File: src/hdl/eak_pkg.sv
// constants shared by the egress access-control key builder
// assumes one core clock and an apb master for the control registers
//
// Overview of operation
// - each frame's classification, except with the undefined selector 4, builds a key that is sent to the tcam search
// - keys are three, six or twelve words long depending on the variant
// - fields are packed back to back starting at key bit 0
// - six-word keys hold the type in bits 3:0 and the pass flag in bit 4
// - six-word type codes: 0 ethertype, 1 arp, 2 ipv4 transport, 3 ipv4 misc, 5 ipv6
// - the pass flag is high for the first lookup and low for the second
// - every key carries a flag showing protection is active
// - multicast flag equals bit 40 of the destination mac address
// - broadcast flag is high only for an all-ones destination mac address
// - service flag is high for a nonzero service index, and the 12-bit index is carried
// - tagged flag is high when the frame arrived with a vlan tag
package eak_pkg;

  // ----------------------------------------
  // key geometry
  // ----------------------------------------
  localparam int KEY_WORD_W = 32;
  localparam int KEY_MAX_WORDS = 12;
  localparam int KEY_W = KEY_WORD_W * KEY_MAX_WORDS;
  localparam int GRP_W = 8;
  localparam int SVC_IDX_W = 12;
  localparam int VID_W = 13;
  localparam int MAC_W = 48;
  localparam int MC_BIT = 40;
  localparam int COMMON_W = GRP_W + 4 + SVC_IDX_W + 1 + VID_W;
  localparam int TYPE_LSB = 0;
  localparam int TYPE_W = 4;
  localparam int FIRST_POS_WIDE = 4;
  localparam int FIRST_POS_NARROW = 0;
  localparam logic [3:0] WORDS_THREE = 4'h3;
  localparam logic [3:0] WORDS_SIX = 4'h6;
  localparam logic [3:0] WORDS_TWELVE = 4'hc;

  // ----------------------------------------
  // variant selectors; six-word ones equal their type code
  // ----------------------------------------
  localparam logic [2:0] SEL_MAC_ETHERTYPE = 3'h0;
  localparam logic [2:0] SEL_ARP = 3'h1;
  localparam logic [2:0] SEL_IPV4_TRANSPORT = 3'h2;
  localparam logic [2:0] SEL_IPV4_MISC = 3'h3;
  localparam logic [2:0] SEL_IPV6_VLAN = 3'h5;
  localparam logic [2:0] SEL_IPV4_VLAN = 3'h6;
  localparam logic [2:0] SEL_IP_SEVEN_FIELD = 3'h7;

  // ----------------------------------------
  // apb register map
  // ----------------------------------------
  localparam logic [7:0] OFS_CTRL = 8'h00;
  localparam logic [7:0] OFS_STATUS = 8'h04;
  localparam logic [7:0] OFS_FRAMES = 8'h08;
  localparam logic [7:0] OFS_REFUSED = 8'h0c;
  localparam logic [7:0] OFS_KEYS = 8'h10;
  localparam int CTRL_ENABLE_BIT = 0;
  localparam int CTRL_SECOND_BIT = 1;
  localparam logic [1:0] CTRL_RESET = 2'h3;

  typedef enum logic [2:0] {
    EAK_IDLE = 3'b001,
    EAK_FIRST = 3'b010,
    EAK_SECOND = 3'b100
  } eak_state_t;

  function automatic logic eak_is_six_word(input logic [2:0] sel);
    eak_is_six_word = (sel == SEL_MAC_ETHERTYPE) || (sel == SEL_ARP) || (sel == SEL_IPV4_TRANSPORT) ||
                      (sel == SEL_IPV4_MISC) || (sel == SEL_IPV6_VLAN);
  endfunction : eak_is_six_word

endpackage : eak_pkg

File: src/hdl/eak_common_fields.sv
// flag derivation and packing of the fields every key variant shares
// assumes classification inputs are stable while the caller samples them
`timescale 1ns/1ps
module eak_common_fields
  import eak_pkg::*;
(
  input wire logic [GRP_W-1:0] aclGroupId,
  input wire logic protectionActive,
  input wire logic [MAC_W-1:0] destMac,
  input wire logic [SVC_IDX_W-1:0] ingressServiceIndex,
  input wire logic taggedOnReceive,
  input wire logic [VID_W-1:0] classifiedVlanId,
  output logic [COMMON_W-1:0] commonFields
);

  logic destMulticastFlag;
  logic destBroadcastFlag;
  logic serviceFrameFlag;

  assign destMulticastFlag = destMac[MC_BIT];
  assign destBroadcastFlag = &destMac;
  assign serviceFrameFlag = |ingressServiceIndex;

  // field order, highest first; flags and ids
  assign commonFields = {classifiedVlanId, taggedOnReceive, ingressServiceIndex, serviceFrameFlag,
                         destBroadcastFlag, destMulticastFlag, protectionActive, aclGroupId};

endmodule : eak_common_fields

File: src/hdl/eak_key_place.sv
// places the shared fields into a key of the selected variant
// assumes commonFields comes from eak_common_fields
`timescale 1ns/1ps
module eak_key_place
  import eak_pkg::*;
(
  input wire logic [2:0] keySel,
  input wire logic firstLookup,
  input wire logic [COMMON_W-1:0] commonFields,
  output logic [KEY_W-1:0] keyBits,
  output logic [3:0] keyWords,
  output logic keyDefined
);

  always_comb begin
    keyBits = '0;
    keyWords = WORDS_SIX;
    keyDefined = 1'b1;
    if (eak_is_six_word(keySel)) begin
      // type in 3:0, pass flag in 4; selector equals type code
      keyBits[TYPE_LSB +: TYPE_W] = {1'b0, keySel};
      keyBits[FIRST_POS_WIDE] = firstLookup;
      keyBits[FIRST_POS_WIDE+1 +: COMMON_W] = commonFields;
      keyWords = WORDS_SIX;
    end else begin
      keyBits[FIRST_POS_NARROW] = firstLookup;
      keyBits[FIRST_POS_NARROW+1 +: COMMON_W] = commonFields;
      case (keySel)
        SEL_IPV4_VLAN: begin
          keyWords = WORDS_THREE;
        end
        SEL_IP_SEVEN_FIELD: begin
          keyWords = WORDS_TWELVE;
        end
        default: begin
          keyBits = '0;
          keyWords = 4'h0;
          keyDefined = 1'b0;
        end
      endcase
    end
  end

endmodule : eak_key_place

File: src/hdl/eak_key_builder.sv
// egress access-control key builder: frame request in, two lookup keys out
// assumes an apb master on the register side and a tcam that takes keys by valid/ready
//
// Our own choices: the APB slave port and the address map.
`timescale 1ns/1ps
module eak_key_builder
  import eak_pkg::*;
(
  input wire logic sys_clk,
  input wire logic arst_n,
  // ----------------------------------------
  // apb slave
  // ----------------------------------------
  input wire logic psel,
  input wire logic penable,
  input wire logic pwrite,
  input wire logic [7:0] paddr,
  input wire logic [31:0] pwdata,
  output logic [31:0] prdata,
  output logic pready,
  output logic pslverr,
  // ----------------------------------------
  // classification request
  // ----------------------------------------
  input wire logic reqValid,
  output logic reqReady,
  input wire logic [2:0] reqKeySel,
  input wire logic [GRP_W-1:0] reqAclGroupId,
  input wire logic reqProtectionActive,
  input wire logic [MAC_W-1:0] reqDestMac,
  input wire logic [SVC_IDX_W-1:0] reqIngressServiceIndex,
  input wire logic reqTaggedOnReceive,
  input wire logic [VID_W-1:0] reqClassifiedVlanId,
  // ----------------------------------------
  // key toward the tcam
  // ----------------------------------------
  output logic keyValid,
  input wire logic keyReady,
  output logic [KEY_W-1:0] keyData,
  output logic [3:0] keyWords,
  output logic keyFirst
);

  // ----------------------------------------
  // key assembly
  // ----------------------------------------
  logic [COMMON_W-1:0] commonFields;
  logic [KEY_W-1:0] placedKey;
  logic [3:0] placedWords;
  logic placedDefined;

  eak_common_fields u_common (
    .aclGroupId(reqAclGroupId),
    .protectionActive(reqProtectionActive),
    .destMac(reqDestMac),
    .ingressServiceIndex(reqIngressServiceIndex),
    .taggedOnReceive(reqTaggedOnReceive),
    .classifiedVlanId(reqClassifiedVlanId),
    .commonFields(commonFields)
  );

  // first pass is always built first; the second is derived from it
  eak_key_place u_place (
    .keySel(reqKeySel),
    .firstLookup(1'b1),
    .commonFields(commonFields),
    .keyBits(placedKey),
    .keyWords(placedWords),
    .keyDefined(placedDefined)
  );

  // ----------------------------------------
  // register state
  // ----------------------------------------
  logic [1:0] ctrl_reg;
  logic [1:0] ctrl_next;
  logic [31:0] frames_reg;
  logic [31:0] frames_next;
  logic [31:0] refused_reg;
  logic [31:0] refused_next;
  logic [31:0] keys_reg;
  logic [31:0] keys_next;
  logic [31:0] prdata_reg;
  logic [31:0] prdata_next;
  logic pslverr_reg;
  logic pslverr_next;

  // ----------------------------------------
  // lookup state
  // ----------------------------------------
  eak_state_t state_reg;
  eak_state_t state_next;
  logic [KEY_W-1:0] keyData_reg;
  logic [KEY_W-1:0] keyData_next;
  logic [3:0] keyWords_reg;
  logic [3:0] keyWords_next;
  logic keyFirst_reg;
  logic keyFirst_next;
  logic [2:0] sel_reg;
  logic [2:0] sel_next;

  logic apbSetup;
  logic apbWrite;
  logic addrMapped;
  logic reqTaken;
  logic keyTaken;
  logic ctrlEnable;
  logic ctrlSecond;

  assign ctrlEnable = ctrl_reg[CTRL_ENABLE_BIT];
  assign ctrlSecond = ctrl_reg[CTRL_SECOND_BIT];
  assign apbSetup = psel && !penable;
  // zero wait states: the access phase always completes
  assign apbWrite = psel && penable && pwrite;
  assign addrMapped = (paddr == OFS_CTRL) || (paddr == OFS_STATUS) || (paddr == OFS_FRAMES) ||
                      (paddr == OFS_REFUSED) || (paddr == OFS_KEYS);

  // frame taken only when idle and enabled
  assign reqReady = (state_reg == EAK_IDLE) && ctrlEnable;
  assign reqTaken = reqValid && reqReady;
  assign keyValid = (state_reg != EAK_IDLE);
  assign keyTaken = keyValid && keyReady;

  // ----------------------------------------
  // apb next values
  // ----------------------------------------
  always_comb begin
    ctrl_next = ctrl_reg;
    prdata_next = prdata_reg;
    pslverr_next = pslverr_reg;
    if (apbSetup) begin
      // read data captured in setup so the access phase shows a flop
      pslverr_next = !addrMapped;
      case (paddr)
        OFS_CTRL: begin
          prdata_next = {30'h0, ctrl_reg};
        end
        OFS_STATUS: begin
          prdata_next = {21'h0, sel_reg, keyWords_reg, keyFirst_reg, state_reg};
        end
        OFS_FRAMES: begin
          prdata_next = frames_reg;
        end
        OFS_REFUSED: begin
          prdata_next = refused_reg;
        end
        OFS_KEYS: begin
          prdata_next = keys_reg;
        end
        default: begin
          prdata_next = 32'h0;
        end
      endcase
    end
    if (apbWrite && (paddr == OFS_CTRL)) begin
      ctrl_next = pwdata[1:0];
    end
  end

  // ----------------------------------------
  // lookup sequencing
  // ----------------------------------------
  always_comb begin
    state_next = state_reg;
    keyData_next = keyData_reg;
    keyWords_next = keyWords_reg;
    keyFirst_next = keyFirst_reg;
    sel_next = sel_reg;
    case (state_reg)
      EAK_IDLE: begin
        if (reqTaken) begin
          if (placedDefined) begin
            keyData_next = placedKey;
            keyWords_next = placedWords;
            keyFirst_next = 1'b1;
            sel_next = reqKeySel;
            state_next = EAK_FIRST;
          end
        end
      end
      EAK_FIRST: begin
        if (keyTaken) begin
          if (ctrlSecond) begin
            keyFirst_next = 1'b0;
            if (eak_is_six_word(sel_reg)) begin
              keyData_next[FIRST_POS_WIDE] = 1'b0;
            end else begin
              keyData_next[FIRST_POS_NARROW] = 1'b0;
            end
            state_next = EAK_SECOND;
          end else begin
            state_next = EAK_IDLE;
          end
        end
      end
      EAK_SECOND: begin
        if (keyTaken) begin
          state_next = EAK_IDLE;
        end
      end
      default: begin
        state_next = EAK_IDLE;
      end
    endcase
  end

  // ----------------------------------------
  // apb registers
  // ----------------------------------------
  always_ff @(posedge sys_clk or negedge arst_n) begin
    if (!arst_n) begin
      ctrl_reg <= CTRL_RESET;
      prdata_reg <= 32'h0;
      pslverr_reg <= 1'b0;
    end else begin
      ctrl_reg <= ctrl_next;
      prdata_reg <= prdata_next;
      pslverr_reg <= pslverr_next;
    end
  end

  // ----------------------------------------
  // event counters
  // ----------------------------------------
  // software-visible statistics, one event kind each
  logic frameKeyed;
  logic frameRefused;
  logic clearFrames;
  logic clearRefused;
  logic clearKeys;

  assign frameKeyed = reqTaken && placedDefined;
  // undefined selector: swallowed so the classifier never stalls on it
  assign frameRefused = reqTaken && !placedDefined;
  // any write clears, whatever the data
  assign clearFrames = apbWrite && (paddr == OFS_FRAMES);
  assign clearRefused = apbWrite && (paddr == OFS_REFUSED);
  assign clearKeys = apbWrite && (paddr == OFS_KEYS);

  always_comb begin
    frames_next = frames_reg;
    refused_next = refused_reg;
    keys_next = keys_reg;
    // a same-cycle event still counts after the clear, so no event is lost
    if (clearFrames) begin
      frames_next = 32'h0;
    end
    if (clearRefused) begin
      refused_next = 32'h0;
    end
    if (clearKeys) begin
      keys_next = 32'h0;
    end
    if (frameKeyed) begin
      frames_next = frames_next + 32'h1;
    end
    if (frameRefused) begin
      refused_next = refused_next + 32'h1;
    end
    if (keyTaken) begin
      keys_next = keys_next + 32'h1;
    end
  end

  // counters wrap silently; software reads and clears well before that
  always_ff @(posedge sys_clk or negedge arst_n) begin
    if (!arst_n) begin
      frames_reg <= 32'h0;
      refused_reg <= 32'h0;
      keys_reg <= 32'h0;
    end else begin
      frames_reg <= frames_next;
      refused_reg <= refused_next;
      keys_reg <= keys_next;
    end
  end

  // ----------------------------------------
  // lookup registers
  // ----------------------------------------
  // key held whole while keyValid waits for keyReady
  always_ff @(posedge sys_clk or negedge arst_n) begin
    if (!arst_n) begin
      state_reg <= EAK_IDLE;
      keyData_reg <= '0;
      keyWords_reg <= 4'h0;
      keyFirst_reg <= 1'b0;
      sel_reg <= 3'h0;
    end else begin
      state_reg <= state_next;
      keyData_reg <= keyData_next;
      keyWords_reg <= keyWords_next;
      keyFirst_reg <= keyFirst_next;
      sel_reg <= sel_next;
    end
  end

  assign prdata = prdata_reg;
  assign pslverr = pslverr_reg;
  assign pready = 1'b1;
  assign keyData = keyData_reg;
  assign keyWords = keyWords_reg;
  assign keyFirst = keyFirst_reg;

endmodule : eak_key_builder

File: config.mk
export PLATFORM = sky130hd
export DESIGN_NAME = eak_key_builder
export DESIGN_NICKNAME = d
export VERILOG_FILES = /design/src/hdl/eak_pkg.sv /design/src/hdl/eak_common_fields.sv /design/src/hdl/eak_key_place.sv /design/src/hdl/eak_key_builder.sv
export SDC_FILE = /design/constraint.sdc
export NUM_CORES = 1
export LEC_CHECK = 0
export ABC_AREA = 1
export BUFFER_PORTS_ARGS = -buffer_cell sky130_fd_sc_hd__buf_2
export CORE_AREA = 3 3 215 217
export DETAILED_ROUTE_END_ITERATION = 6
export DIE_AREA = 0 0 218 220
export HOLD_SLACK_MARGIN = 0.15
export PLACE_DENSITY = 0.59
export RECOVER_POWER = 25
export SYNTH_ARGS = -nofsm -noshare
export SYNTH_HDL_FRONTEND = slang
export SYNTH_SLANG_ARGS = --single-unit
File: constraint.sdc
create_clock -name sys_clk -period 3.3 [get_ports sys_clk]
set_input_delay 0.165 -clock sys_clk [delete_from_list [all_inputs] [get_ports sys_clk]]
set_output_delay 0.165 -clock sys_clk [all_outputs]
set_load 0.02 [all_outputs]
======== Word-level counts from Yosys, hierarchy flattened ========
Index checks and enable logic that the tools add are counted.
word-level totals
  register bits after elaboration ......... 185
  latch bits .............................. 0
  bits in writable memories ............... 0
  memory bits (read-only) ................. 0
  input port bits ......................... 133
  output and inout bits ................... 425
  logic and storage cells ................. 114
  memories kept ........................... 0
operators by class
  add/sub/neg operators ................... 3
  multipliers ............................. 0
  div/mod/pow operators ................... 0
  magnitude comparators ................... 0
  equality and inequality tests ........... 25
  shift-type cells ........................ 0
  mux-type cells .......................... 34
  bitwise logic cells ..................... 0
  reduce and logical (&&, ||, !) cells .... 39
operator list
  cell                     count
  $mux W32                 6
  $pmux W32 S5             1
  $add A32 B1 Y32 const B  3
  $reduce_and A48 Y1       1
  $mux W43                 1
  $mux W39                 1
  $eq A8 B4 Y1 const B     2
  $eq A3 B2 Y1 const B     5
  $eq A3 B3 Y1 const B     5
  $mux W3                  5
  $ne A2 B2 Y1 const B     7
  $logic_and A1 B1 Y1      12
  $logic_or A1 B1 Y1       12
  $mux W1                  12
  $reduce_and A6 Y1        2
  $reduce_or A12 Y1        1
  $mux W5                  2
  $eq A3 B1 Y1 const B     3
  $pmux W3 S3              1
  $eq A8 B3 Y1 const B     1
  $eq A8 B5 Y1 const B     1
  $logic_not A8 Y1         1
  $pmux W4 S2              1
  $logic_not A3 Y1         2
  other kinds (9)          13

======== Logic depth before layout (Yosys ltp) ========
Gate-level depths: netlist (run 1).
  depth after elaboration ................. 9
  depth in mapped cells ................... 19

======== Modules after synthesis ========
From an unflattened synthesis (run 1), not the netlist that was laid out.
unflattened totals
  cell total of the unflattened synthesis .. 3340
  area total of the unflattened synthesis .. 26317.7 um2
by module, submodules not included
  module             times used  cells an instance  area each (um2)  sequential area each (um2)
  eak_key_builder    1           2768               22651.7          13166.4
  eak_key_place      1           486                3185.6           0.0
  eak_common_fields  1           86                 480.5            0.0

======== Worst setup path after synthesis (run 1) ========
OpenSTA, ideal clock, no wires.
  path type ............................... in2reg
  start point ............................. input port paddr[6]
  end point ............................... register keys_reg[16]
  library setup time ...................... 0.117 ns
  arrival ................................. 1.898 ns
  data required time ...................... 3.183 ns
  slack ................................... 1.284 ns
  stages on the path ...................... 18
  path buffers ............................ 2
  cell sequence ........................... inv_1 nand2_4 nor2_1 nand3_4 buf_6 buf_4 nand2_1 inv_1 ha_1 nand2_1 inv_1 nand3_1 nor2_2 nand3_2 nor2_2 nand2_1 nand3_1 nand2_1
between the ends
  longest elaborated chain between the ends .. 5
RTL lines
  element                line                    RTL
  start, declared        eak_key_builder.sv:17   input wire logic [7:0] paddr,
  $eq A8 B5 Y1 *         eak_key_builder.sv:238  assign clearKeys = apbWrite && (paddr == OFS_KEYS);
  $logic_and A1 B1 Y1 *  eak_key_builder.sv:238
  $mux W32 *             eak_key_builder.sv:251  if (clearKeys) begin
  $add A32 B1 Y32        eak_key_builder.sv:261  keys_next = keys_next + 32'h1;
  $mux W32 *             eak_key_builder.sv:260  if (keyTaken) begin
  net keys_next[16]      eak_key_builder.sv:82   logic [31:0] keys_next;
  end signal, assigned   eak_key_builder.sv:274  keys_reg <= keys_next;
  end, declared          eak_key_builder.sv:81   logic [31:0] keys_reg;
Mark *: on every way through the listed nets, which the timed path passes. The rest lies on a longest branch.
A chain may end at the register's enable or synchronous reset.

======== Worst setup path after layout (run 1) ========
  start point ............................. register state_reg[0]
  end point ............................... register keyData_reg[8] (netlist: keyData[8])
between the ends
  longest elaborated chain between the ends .. 4
RTL lines
  element                        line                                            RTL
  start, declared                eak_key_builder.sv:91                           eak_state_t state_reg;
  start signal, assigned         eak_key_builder.sv:290                          state_reg <= state_next;
  $eq A3 B1 Y1 *                 eak_key_builder.sv:119, eak_key_builder.sv:169
  $logic_and A1 B1 Y1            eak_key_builder.sv:119                          assign reqReady = (state_reg == EAK_IDLE) && ctrlEnable;
  $logic_and A1 B1 Y1            eak_key_builder.sv:120                          assign reqTaken = reqValid && reqReady;
  $reduce_and A3 Y1 (no line) *  --
  end signal, assigned           eak_key_builder.sv:291                          keyData_reg <= keyData_next;
  end, declared                  eak_key_builder.sv:93                           logic [KEY_W-1:0] keyData_reg;
Every way passes the cells marked *; elsewhere a longest branch is shown, timed or not.

==> summary.txt, run 1 <==
Crit path max-delay cell type: dfstp_2
Final Worst Setup Slack: 0.346 ns
Arrival @ worst endpoint: 3.35 ns
Flop2flop setup slack: 0.35 ns
Tightest Pin Transition: 1.83 ns
WL final: 39700 microns
Share of synthesized registers carrying an async set or reset: 1.00
Achievable frequency: 339 MHz
DRC viols: 0
R2r endpoint: keyData[8]$_DFFE_PN0P_
Die Width: 218 microns
Synth Instances: 1748
# IOs: 558
Yosys warns: 0
Worst path max stage delay: 0.58 ns
Max Slew Vio Count: 69
Critical Path RT: 3.70 ns
First-pass GRT wire length: 58300 microns
Num CTS Buffers: 17
Fin cells: 2586
Ant. Diodes: 0
Register bit count reported by yosys: 185
CP max FO: 44
CTS tree: done
Worst VDD drop: 0.353 mV
Hold Path Depth: 5
Initial antenna violation count: 0
Final worst path period need: 2.95 ns
Core area: 44300 sq um
EDFF count, synth: 0
RSZ-0062 raised after global routing: no
Clock latency at the later pin of the worst-skew pair: 0.46 ns
Initial drt markers: 859
Buffer count from post-CTS setup fixing: 0
Cell family with most CP delay: buffers and inverters
Post-Route Utilization: 0.327
Clk_skew: 0.0175 ns
Min-Delay Path Class: in -> reg
Cell breakdown of the critical path: nand3_4, nor2_2, nand2_1, nor2_4, buf_4, buf_4, nor2_1, a31oi_1, dlygate4sd3_1
Setup CP Type: reg -> reg
Worst setup SP type: flop
Post-Place Cells: 2496
Num rows: 77
Status: complete, but fails checks
CTS Root Cell: clkbuf_16
Post-DR vias/cell: 4.29
Clock transition at the registers of the reported paths: 0.07 ns
Power density cells: 535 nW/um^2
Clk buf depth: 2
# port buffers: 185
Pre-CTS WS: 0.781 ns
Worst setup EP type: flop
Avg WL per Cell: 15.4 microns
Die Ht: 220 microns
Reg2reg path depth: 9
Distinct cells, synth: 44
P_leak: 7.37 nW
Avg Cell Area, Syn: 7.46 sq um
Area growth syn-to-layout: 11.0%
Via count: 11100
# clock sinks: 185
GRT Overall Usage: 0.158
Final Power: 0.00774 W
Placer Congestion: 0.935
Post-DP HPWL: 30800 microns
Max-Cap Viols: 1
Vias in the first global route: 10300
Full die area: 48000 sq um
Min-Delay Endpoint: keyData[24]$_DFFE_PN0P_
Mapped Area: 13000 sq um
Max reg flops: 43
Final setup vio count: 0
Initial Utilization: 0.294
R2R Path Start: state_reg[0]$_DFFE_PN1P_
Largest net degree at the start of global routing: 69
Final ANT Viol Nets: 0
Final Hold Vio Count: 0
Failing checks: max-capacitance violations, max-slew violations
Nets: 2119
Drt first pass iters: 5
Max-slew headroom: -0.218
Total gr overflow: 0
Worst hold start: reqIngressServiceIndex[7]
Ys flop type: dfrtp_1
Final Cycle Share: 0.895
H-tree Lvls: 4
Critical path's most frequent cell: buf_4
Worst Path Buf+Inv: 3
Sequential share of the synthesized area: 0.355
Setup TNS: 0 ns
Share of cells above drive strength 1: 0.144
synth_stat cells (13+ instances only):
library cell  instances  area share
nand2_1             414        0.12
buf_4               347        0.20
nor2_1              190       0.055
dfrtp_1             182        0.35
inv_1               153       0.044
nand3_1             103       0.040
o21ai_0              43       0.017
xor2_1               39       0.026
nand4_1              32       0.015
a21oi_1              25      0.0096
a31oi_1              23       0.011
o22ai_1              23       0.011
xnor2_1              19       0.013
buf_2                18      0.0069
nor2_2               18      0.0086
nand3b_1             13      0.0075
worst register-to-register path, delay by kind of cell (launching register included):
kind / cells / cell delay, ns
buffers and inverters: 3 / 1.32
flip-flops: 1 / 0.58
AND/OR/NAND/NOR: 5 / 0.83
AO/OA/AOI/OAI: 1 / 0.17
what timing repair did:
item	4_1_cts	5_1_grt
gates resized for setup	0	0
hold buffers	60	0
endpoints found under the hold margin	160	0
routing by layer:
metal  GRT usage  part of all wire
met5           0                 0
met4      0.0591             0.031
met3      0.0390             0.072
met2       0.260              0.48
met1       0.200              0.42
metrics by stage:
stage | hold slack [ns] | cell area (sq um)
6_report | 0.162 | 14500
3_5_place_dp | 0.145 | 13300
5_1_grt | 0.176 | 14500
4_1_cts | 0.157 | 14500
2_1_floorplan | -0.131 | 14300
3_3_place_gp | 0.145 | 13300
layout make-up:
| class | instances | area [sq um] |
|---|---|---|
| Fill cell | 4806 | 29800 |
| Sequential cell | 185 | 4630 |
| Inverter | 159 | 598 |
| Clock buffer | 21 | 460 |
| Tap cell | 592 | 741 |
| Multi-Input combinational cell | 1360 | 6290 |
| Clock inverter | 9 | 91.3 |
| Timing Repair Buffer | 260 | 1660 |
power by group:
part	switching, W	internal, W	leakage (nW)
combinational	0.00187	0.000850	4.83
sequential	0.000299	0.00271	2.29
clock	0.000934	0.00108	0.258
total	0.00311	0.00463	7.37
worst max path at each step:
stage / startpoint / end / slack [ns] / cells past startpoint
6_report: state_reg[0]$_DFFE_PN1P_ / keyData[8]$_DFFE_PN0P_ / 0.35 / 9
5_1_grt: state_reg[0]$_DFFE_PN1P_ / keyData[23]$_DFFE_PN0P_ / 0.19 / 9
4_1_cts: state_reg[0]$_DFFE_PN1P_ / keyData[8]$_DFFE_PN0P_ / 0.40 / 9
3_5_place_dp: paddr[4] / refused_reg[30]$_DFF_PN0_ / 0.78 / 16
3_3_place_gp: paddr[4] / refused_reg[30]$_DFF_PN0_ / 0.77 / 16
2_1_floorplan: paddr[6] / keys_reg[16]$_DFF_PN0_ / 1.28 / 18
kinds of logic after synthesis:
family | synth area share
AOI/OAI and AO/OA | 0.0639
xor gates and xnor gates | 0.0390
buffers and inverters | 0.260
other | 0.000576
DFF | 0.355
adders and majority gates | 0.00288
and+or+nand+nor | 0.278
layout by cell type (no fill, tap or decap), types with 6 or more instances in the layout:
cell           Yosys  final
nand3b_1          13     13
conb_1             2    342
nand3_1          103    103
inv_1            153    153
xnor2_1           19     19
buf_4            347     13
buf_2             18    183
o22ai_1           23     23
nor2_4             9      9
dfrtp_1          182    182
o21ai_0           43     43
a221oi_1           8      8
a21oi_1           25     25
nand2_2            6      7
xor2_1            39     39
a31oi_1           23     23
nand4_1           32     32
dlygate4sd3_1      0     60
nor2_1           190    190
nor2_2            18     18
clkbuf_16          0     17
nand2_1          414    414
nand3_2            8      8
nor4_1             6      6
Note: power is estimated with default switching activity, not from simulation.
==> run 2: changes to the inputs <==
==> constraint.sdc (replaced) <==
create_clock -name sys_clk -period 3.3 [get_ports sys_clk]
set_input_delay 0.495 -clock sys_clk [delete_from_list [all_inputs] [get_ports sys_clk]]
set_output_delay 0.495 -clock sys_clk [all_outputs]
set_load 0.02 [all_outputs]
==> run 2 against run 1 <==
The run ends with design-rule violations, max-capacitance violations, max-slew violations left. Largest cell class unchanged. Clock skew fell by 0.0076 ns. Power fell by 2.7%. Final cell count fell by 2.0%. Hold slack improved by 0.098 ns. Design area fell by 3.4%. Clock power barely moved. Via count fell by 2.6%. Non-clock buffer count fell by 53.
==> summary.txt, run 2 (synthesis gave the netlist of run 1 again) <==
Crit path max-delay cell type: clkbuf_2
Achievable frequency: 402 MHz (+19%)
Cell family with most CP delay: buffers and inverters
Clk_skew: 0.00990 ns (-0.00760 ns)
Worst path max stage delay: 1.47 ns (+0.89 ns)
Buffer count from post-CTS setup fixing: 0 (unchanged)
Setup TNS: 0 ns (unchanged)
Avg WL per Cell: 15.3 microns (-0.11%)
Most common cell after layout, fill and taps aside: nand2_1
Full die area: 48000 sq um (unchanged)
Area growth syn-to-layout: 7.18%
Ant. Diodes: 0 (unchanged)
Flop2flop setup slack: 0.89 ns (+0.54 ns)
Max reg flops: 43 (unchanged)
Net Switching: 0.00308 W (-0.73%)
Reg2reg path depth: 9 (unchanged)
Post-DP HPWL: 30900 microns (+0.32%)
Final ANT Viol Nets: 0 (unchanged)
Arrival @ worst endpoint: 3.14 ns (-0.21 ns)
Initial Utilization: 0.294 (unchanged)
Final setup vio count: 0 (unchanged)
Min-Delay Path Class: in -> reg
Fill cells: 4864 (+1.2%)
Final Cycle Share: 0.753 (-0.142)
Worst setup SP type: input pin
Max-slew headroom: -0.390 (-0.173)
Clk buf depth: 2 (unchanged)
Worst Path Buf+Inv: 4 (+1)
WL final: 38900 microns (-2.1%)
Cell breakdown of the critical path: dlygate4sd3_1, clkbuf_2, buf_12, buf_12
Core area: 44300 sq um (unchanged)
# clock sinks: 185 (unchanged)
Seq. cell area: 4630 sq um (unchanged)
Die Ht: 220 microns (unchanged)
Status: complete, but fails checks
CP max FO: 75 (+70%)
Vias in the first global route: 9928 (-3.2%)
Comb power frac: 0.331 (-0.021)
Sequential share of power: 0.398 (+0.010)
Multi-input logic area: 6290 sq um (about the same)
R2r endpoint: frames_reg[27]$_DFF_PN0_
R2R Path Start: state_reg[0]$_DFFE_PN1P_
Final worst path period need: 2.49 ns (-0.468 ns)
Min-Delay Endpoint: ctrl_reg[0]$_DFFE_PN1P_
Internal Power: 0.00445 W (-4.0%)
Clock Power Share: 0.271 (+0.011)
Worst VDD drop: 0.385 mV (+9.0%)
Clock latency at the later pin of the worst-skew pair: 0.47 ns (about the same)
Share of cells above drive strength 1: 0.151 (+0.00738)
Power density cells: 539 nW/um^2 (+0.80%)
Max Slew Vio Count: 75 (+8.7%)
H-tree Lvls: 4 (unchanged)
Max-Cap Viols: 1 (unchanged)
Worst hold start: pwdata[0]
Setup CP Type: in -> async
Largest net degree at the start of global routing: 76 (+10%)
Total gr overflow: 0 (unchanged)
Hold Path Depth: 3 (-2)
Worst setup EP type: asynchronous set/reset pin
RSZ-0062 raised after global routing: no
Tightest Pin Transition: 2.09 ns (+0.259 ns)
Final Hold Vio Count: 0 (unchanged)
CTS tree: done
Failing checks: design-rule violations, max-capacitance violations, max-slew violations
Num rows: 77 (unchanged)
Post-DR vias/cell: 4.26 (-0.66%)
First-pass GRT wire length: 57200 microns (-1.9%)
Sw Ratio: 0.409 (+0.00806)
Drt first pass iters: 7 (+2)
Fin area: 14000 sq um (-3.4%)
P_leak: 7.19 nW (-2.5%)
Nets: 2066 (-2.5%)
# port buffers: 185 (unchanged)
Die Width: 218 microns (unchanged)
Num CTS Buffers: 17 (unchanged)
Initial antenna violation count: 0 (unchanged)
Placer Congestion: 0.925 (-1.0%)
Initial drt markers: 751 (-13%)
Critical Path RT: 3.96 ns (+0.26 ns)
Via count: 10800 (-2.6%)
Clock transition at the registers of the reported paths: 0.07 ns (about the same)
Area post-placement: 13400 sq um (+0.53%)
DRC viols: 2 (+2)
Final Worst Setup Slack: 0.814 ns (+0.468 ns)
CTS Root Cell: clkbuf_16
GRT Overall Usage: 0.157 (-0.00141)
Most frequent cells in the layout: nand2_1, conb_1, nor2_1
Critical path's most frequent cell: buf_12
Pre-CTS WS: 0.581 ns (-0.199 ns)
# IOs: 558 (unchanged)
run 2: repair_timing:
item / CTS / global route
endpoints found under the hold margin: 72 / 0
hold buffers: 1 / 0
gates resized for setup: 0 / 0
run 2: power groups by stage:
stage          Sequential [W]  Clock, W  Combinational [W]
2_1_floorplan         0.00334         0            0.00164
3_3_place_gp          0.00303         0            0.00248
3_5_place_dp          0.00303         0            0.00251
4_1_cts               0.00300   0.00209            0.00251
5_1_grt               0.00306   0.00219            0.00277
6_report              0.00300   0.00204            0.00249
run 2: routing by layer:
layer / vias up / track usage / share of wire
met5: - / 0 / 0
met4: 0 / 0.0557 / 0.024
met3: 34 / 0.0472 / 0.085
met2: 457 / 0.258 / 0.49
met1: 5101 / 0.195 / 0.40
li1: 5210 / - / -
run 2: worst max-delay path by stage:
stage,start,endpoint,slack (ns),cells after the start
after floorplan,paddr[6],keys_reg[16]$_DFF_PN0_,0.95,18
after global placement,penable,frames_reg[24]$_DFF_PN0_,0.59,12
after detailed placement,penable,frames_reg[20]$_DFF_PN0_,0.58,11
after CTS,state_reg[0]$_DFFE_PN1P_,frames_reg[27]$_DFF_PN0_,0.93,9
after global routing,arst_n,keyData[12]$_DFFE_PN0P_,0.45,4
final,arst_n,keyData[13]$_DFFE_PN0P_,0.81,4
run 2: tightest hold or removal path, stage by stage:
cell and delay [ns]:
buf_2 0.10, nor2_1 0.09, a21oi_1 0.04
run 2: cell type report:
class                   count  share of cell area
clock buffers              24              0.0359
clock inverters             8             0.00439
inverters                 159              0.0428
multi-input cells        1360               0.450
flip-flops and latches    185               0.332
well taps                 592              0.0530
repair buffers            207              0.0818
run 2: metrics by stage:
| stage | std cells | total power [W] | util | hold slack (ns) |
|---|---|---|---|---|
| after global routing | 2535 | 0.00802 | 0.315 | 0.258 |
| after detailed placement | 2502 | 0.00554 | 0.303 | 0.465 |
| final | 2535 | 0.00753 | 0.315 | 0.259 |
| after floorplan | 2088 | 0.00498 | - | 0.199 |
| after CTS | 2535 | 0.00761 | 0.316 | 0.236 |
| after global placement | 2502 | 0.00551 | 0.303 | 0.461 |
==> run 3: changes to the inputs <==
- ABC_AREA: 1 -> 0
- PLACE_DENSITY: 0.59 -> 0.56
- clock period: 3.3 -> 2.3 ns (I/O delays scaled with it)
==> run 3 against run 2 <==
Clock power is 46% higher. Design area is 4.9% lower. Highest routed layer is now met5. Clock-buffer cell count is 1 lower. Synthesized area is 9.8% lower. Sequential share of layout area is 1.7 points higher. Register-to-register slack worse by 0.83 ns. Critical path depth is 2 higher. Final cell count is 16% lower. The run ends with design-rule violations left. Clock skew hardly changed. Hold slack worse by 0.087 ns. Global-route usage is 1.6 points lower. Synthesized cell count is 25% lower.
==> summary.txt, run 3 <==
Final worst path period need: 2.24 ns
Register bit count reported by yosys: 185 (unchanged)
Worst path max stage delay: 0.67 ns (-0.80 ns)
Setup CP Type: reg -> reg
Post-Synth Simple-Gate Area: 0.199 (-0.0798)
Reg2reg path depth: 6 (-3)
Avg WL per Cell: 16.6 microns (+7.9%)
Arrival @ worst endpoint: 2.56 ns (-0.58 ns)
Flop2flop setup slack: 0.06 ns (-0.83 ns)
Distinct cells, synth: 51 (+16%)
Ys flop type: dfrtp_1
R2R Path Start: state_reg[0]$_DFFE_PN1P_
Num rows: 77 (unchanged)
Post-Route Utilization: 0.300 (-0.0156)
Buffer count from post-CTS setup fixing: 0 (unchanged)
Via count: 9287 (-14%)
Die Ht: 220 microns (unchanged)
EDFF count, synth: 0 (unchanged)
Mapped Area: 11800 sq um (-9.8%)
DRC viols: 2 (unchanged)
CTS tree: done
Post-synthesis mux area share: 0.00840 (+0.00840)
Die Width: 218 microns (unchanged)
Sequential share of the synthesized area: 0.394 (+0.0384)
Worst setup EP type: flop
Clk buf depth: 2 (unchanged)
Num CTS Buffers: 17 (unchanged)
Worst setup SP type: flop
# clock sinks: 185 (unchanged)
Synth Area in Compound Gates: 0.0923 (+0.0284)
Initial drt markers: 667 (-11%)
Final Power: 0.00775 W (+2.9%)
Tightest Pin Transition: 0.899 ns (-1.19 ns)
Top-area cell type share of the netlist area: 0.387 (+0.0378)
Failing checks: design-rule violations
Min-Delay Path Class: in -> reg
Synth Instances: 1307 (-25%)
GRT met2 Usage: 0.241 (-0.0174)
Main combinational cell family by area after synthesis: buffers and inverters
Area growth syn-to-layout: 12.9%
Drt first pass iters: 7 (unchanged)
Worst hold start: reqAclGroupId[4]
Avg Cell Area, Syn: 9.00 sq um (+21%)
Total gr overflow: 0 (unchanged)
Share of synthesized registers carrying an async set or reset: 1.00 (unchanged)
Commonest cells post-synth: buf_4, dfrtp_1, nor2_1
Power density cells: 584 nW/um^2 (+8.3%)
Worst Path Buf+Inv: 1 (-3)
CP startpoint: state_reg[0]$_DFFE_PN1P_
Full die area: 48000 sq um (unchanged)
Post-DP HPWL: 27600 microns (-11%)
Final Worst Setup Slack: 0.0620 ns (-0.752 ns)
Final Cycle Share: 0.973
Share of cells above drive strength 1: 0.207 (+0.0561)
P_leak: 6.63 nW (-7.8%)
Initial antenna violation count: 7 (+7)
CP max FO: 13 (-83%)
Core area: 44300 sq um (unchanged)
Hold Path Depth: 3 (unchanged)
Global route hottest layer: met2
GR Util met3: 0.0408 (-0.00634)
Clock latency at the later pin of the worst-skew pair: 0.45 ns (-0.02 ns)
Final setup vio count: 0 (unchanged)
Most common cell after layout, fill and taps aside: conb_1
Achievable frequency: 447 MHz
# port buffers: 185 (unchanged)
R2r endpoint: frames_reg[22]$_DFF_PN0_
Synth Area in XOR/XNOR: 0.0625 (+0.0236)
Yosys warns: 0 (unchanged)
Critical Path RT: 2.63 ns (-1.33 ns)
Cell breakdown of the critical path: nor3b_4, inv_4, or4_4, nor4_1, xnor2_1, nor2_1
Worst VDD drop: 0.440 mV (+14%)
Crit path max-delay cell type: or4_4
CTS Root Cell: clkbuf_16
Clock transition at the registers of the reported paths: 0.07 ns (about the same)
Max-slew headroom: 0.401 (+0.791)
# IOs: 558 (unchanged)
RSZ-0062 raised after global routing: no
Cell family with most CP delay: simple AND/OR/NAND/NOR gates
Largest cells by area after synthesis: dfrtp_1, buf_4, nor2_1
Max-Cap Viols: 0 (-1)
Final Hold Vio Count: 0 (unchanged)
Min-Delay Endpoint: keyData[9]$_DFFE_PN0P_
GRT Overall Usage: 0.141 (-0.0157)
Largest net degree at the start of global routing: 45 (-41%)
WL final: 35300 microns (-9.3%)
Grt met1 use: 0.172 (-0.0224)
Adder-cell share of the synthesized area: 0.00319 (+0.000311)
Max reg flops: 43 (unchanged)
Status: complete, but fails checks
H-tree Lvls: 4 (unchanged)
Post-DR vias/cell: 4.36 (+2.3%)
Initial Utilization: 0.265 (-0.0287)
Clk_skew: 0.0100 ns (+0.000147 ns)
Nets: 1663 (-20%)
Max Slew Vio Count: 0 (-100%)
Placer Congestion: 0.856 (-7.5%)
Cell taking the most area after synthesis: dfrtp_1
Vias in the first global route: 8653 (-13%)
Fill cells: 4742 (-2.5%)
Most frequent cells in the layout: conb_1, buf_2, dfrtp_1
Pre-CTS WS: -0.150 ns (-0.731 ns)
Most numerous cell in the Yosys netlist: buf_4
Final ANT Viol Nets: 0 (unchanged)
First-pass GRT wire length: 51500 microns (-9.9%)
-- run 3: changes by cell type after synthesis, sizes merged, moves of 23 or more --
cell / before / now
a222oi: 0 / 24
nand3: 114 / 44
inv: 157 / 9
o22ai: 23 / 0
nand2: 423 / 85
nor2: 218 / 161
clkbuf: 12 / 48
a221oi: 8 / 34
nand4: 32 / 58
-- run 3: how the worst max path moves through the flow --
stage / cells past startpoint / slack (ns) / endpoint
after floorplan: 13 / -0.07 / frames_reg[10]$_DFF_PN0_
after global placement: 11 / -0.15 / refused_reg[14]$_DFF_PN0_
after detailed placement: 11 / -0.15 / refused_reg[18]$_DFF_PN0_
after CTS: 6 / 0.06 / frames_reg[28]$_DFF_PN0_
after global routing: 6 / 0.005 / frames_reg[22]$_DFF_PN0_
final: 6 / 0.06 / frames_reg[22]$_DFF_PN0_
-- run 3: routing by layer --
layer | wire (microns) | part of all wire | vias to the layer above
met5 | 27 | 0.00077 | -
met4 | 883 | 0.025 | 4
met2 | 17800 | 0.50 | 427
li1 | - | - | 4269
met1 | 13700 | 0.39 | 4540
met3 | 2840 | 0.081 | 47
-- run 3: what timing repair did --
item / CTS / global route
gates resized for setup: 0 / 1
hold endpoints to repair: 69 / 0
hold buffers: 10 / 0
setup endpoints to repair: 0 / 1
-- run 3: metrics by stage --
step           std cells  instance area (sq um)  TNS [ns]  hold slack [ns]
2_1_floorplan       1647                  13200    -0.185           0.0494
3_3_place_gp        2090                  12600     -2.62            0.271
3_5_place_dp        2090                  12600     -2.53            0.270
4_1_cts             2130                  13300         0            0.150
5_1_grt             2130                  13300         0            0.157
6_report            2131                  13300         0            0.172
-- run 3: power by group --
| group | leakage (nW) | switching [W] | total, W | internal (W) |
|---|---|---|---|---|
| Sequential | 2.54 | 0.0000896 | 0.00348 | 0.00339 |
| Clock | 0.283 | 0.00129 | 0.00297 | 0.00168 |
| Combinational | 3.81 | 0.00102 | 0.00131 | 0.000288 |
| Total | 6.63 | 0.00240 | 0.00775 | 0.00535 |
-- run 3: layout make-up --
type                       count  area [sq um]  share of cell area
multi-input combinational   1055          5680               0.428
sequential                   185          4630               0.349
timing repair buffer         259          1620               0.122
tap                          592           741              0.0558
clock buffer                  23           478              0.0360
clock inverter                 7          92.6             0.00697
inverter                       9          36.3             0.00273
antenna                        1          2.50            0.000188
-- run 3: worst min-delay path, delay by kind of cell --
kind | cells | cell delay (ns)
AO/OA/AOI/OAI | 1 | 0.07
AND/OR/NAND/NOR | 1 | 0.08
buffers and inverters | 1 | 0.09
-- run 3: cell families after synthesis --
group                    Yosys count
AO/OA/AOI/OAI                    153
flip-flops                       185
buffers and inverters            407
adder cells (fa/ha/maj)            3
multiplexers                       9
AND/OR/NAND/NOR                  464
other                              2
XOR/XNOR                          84
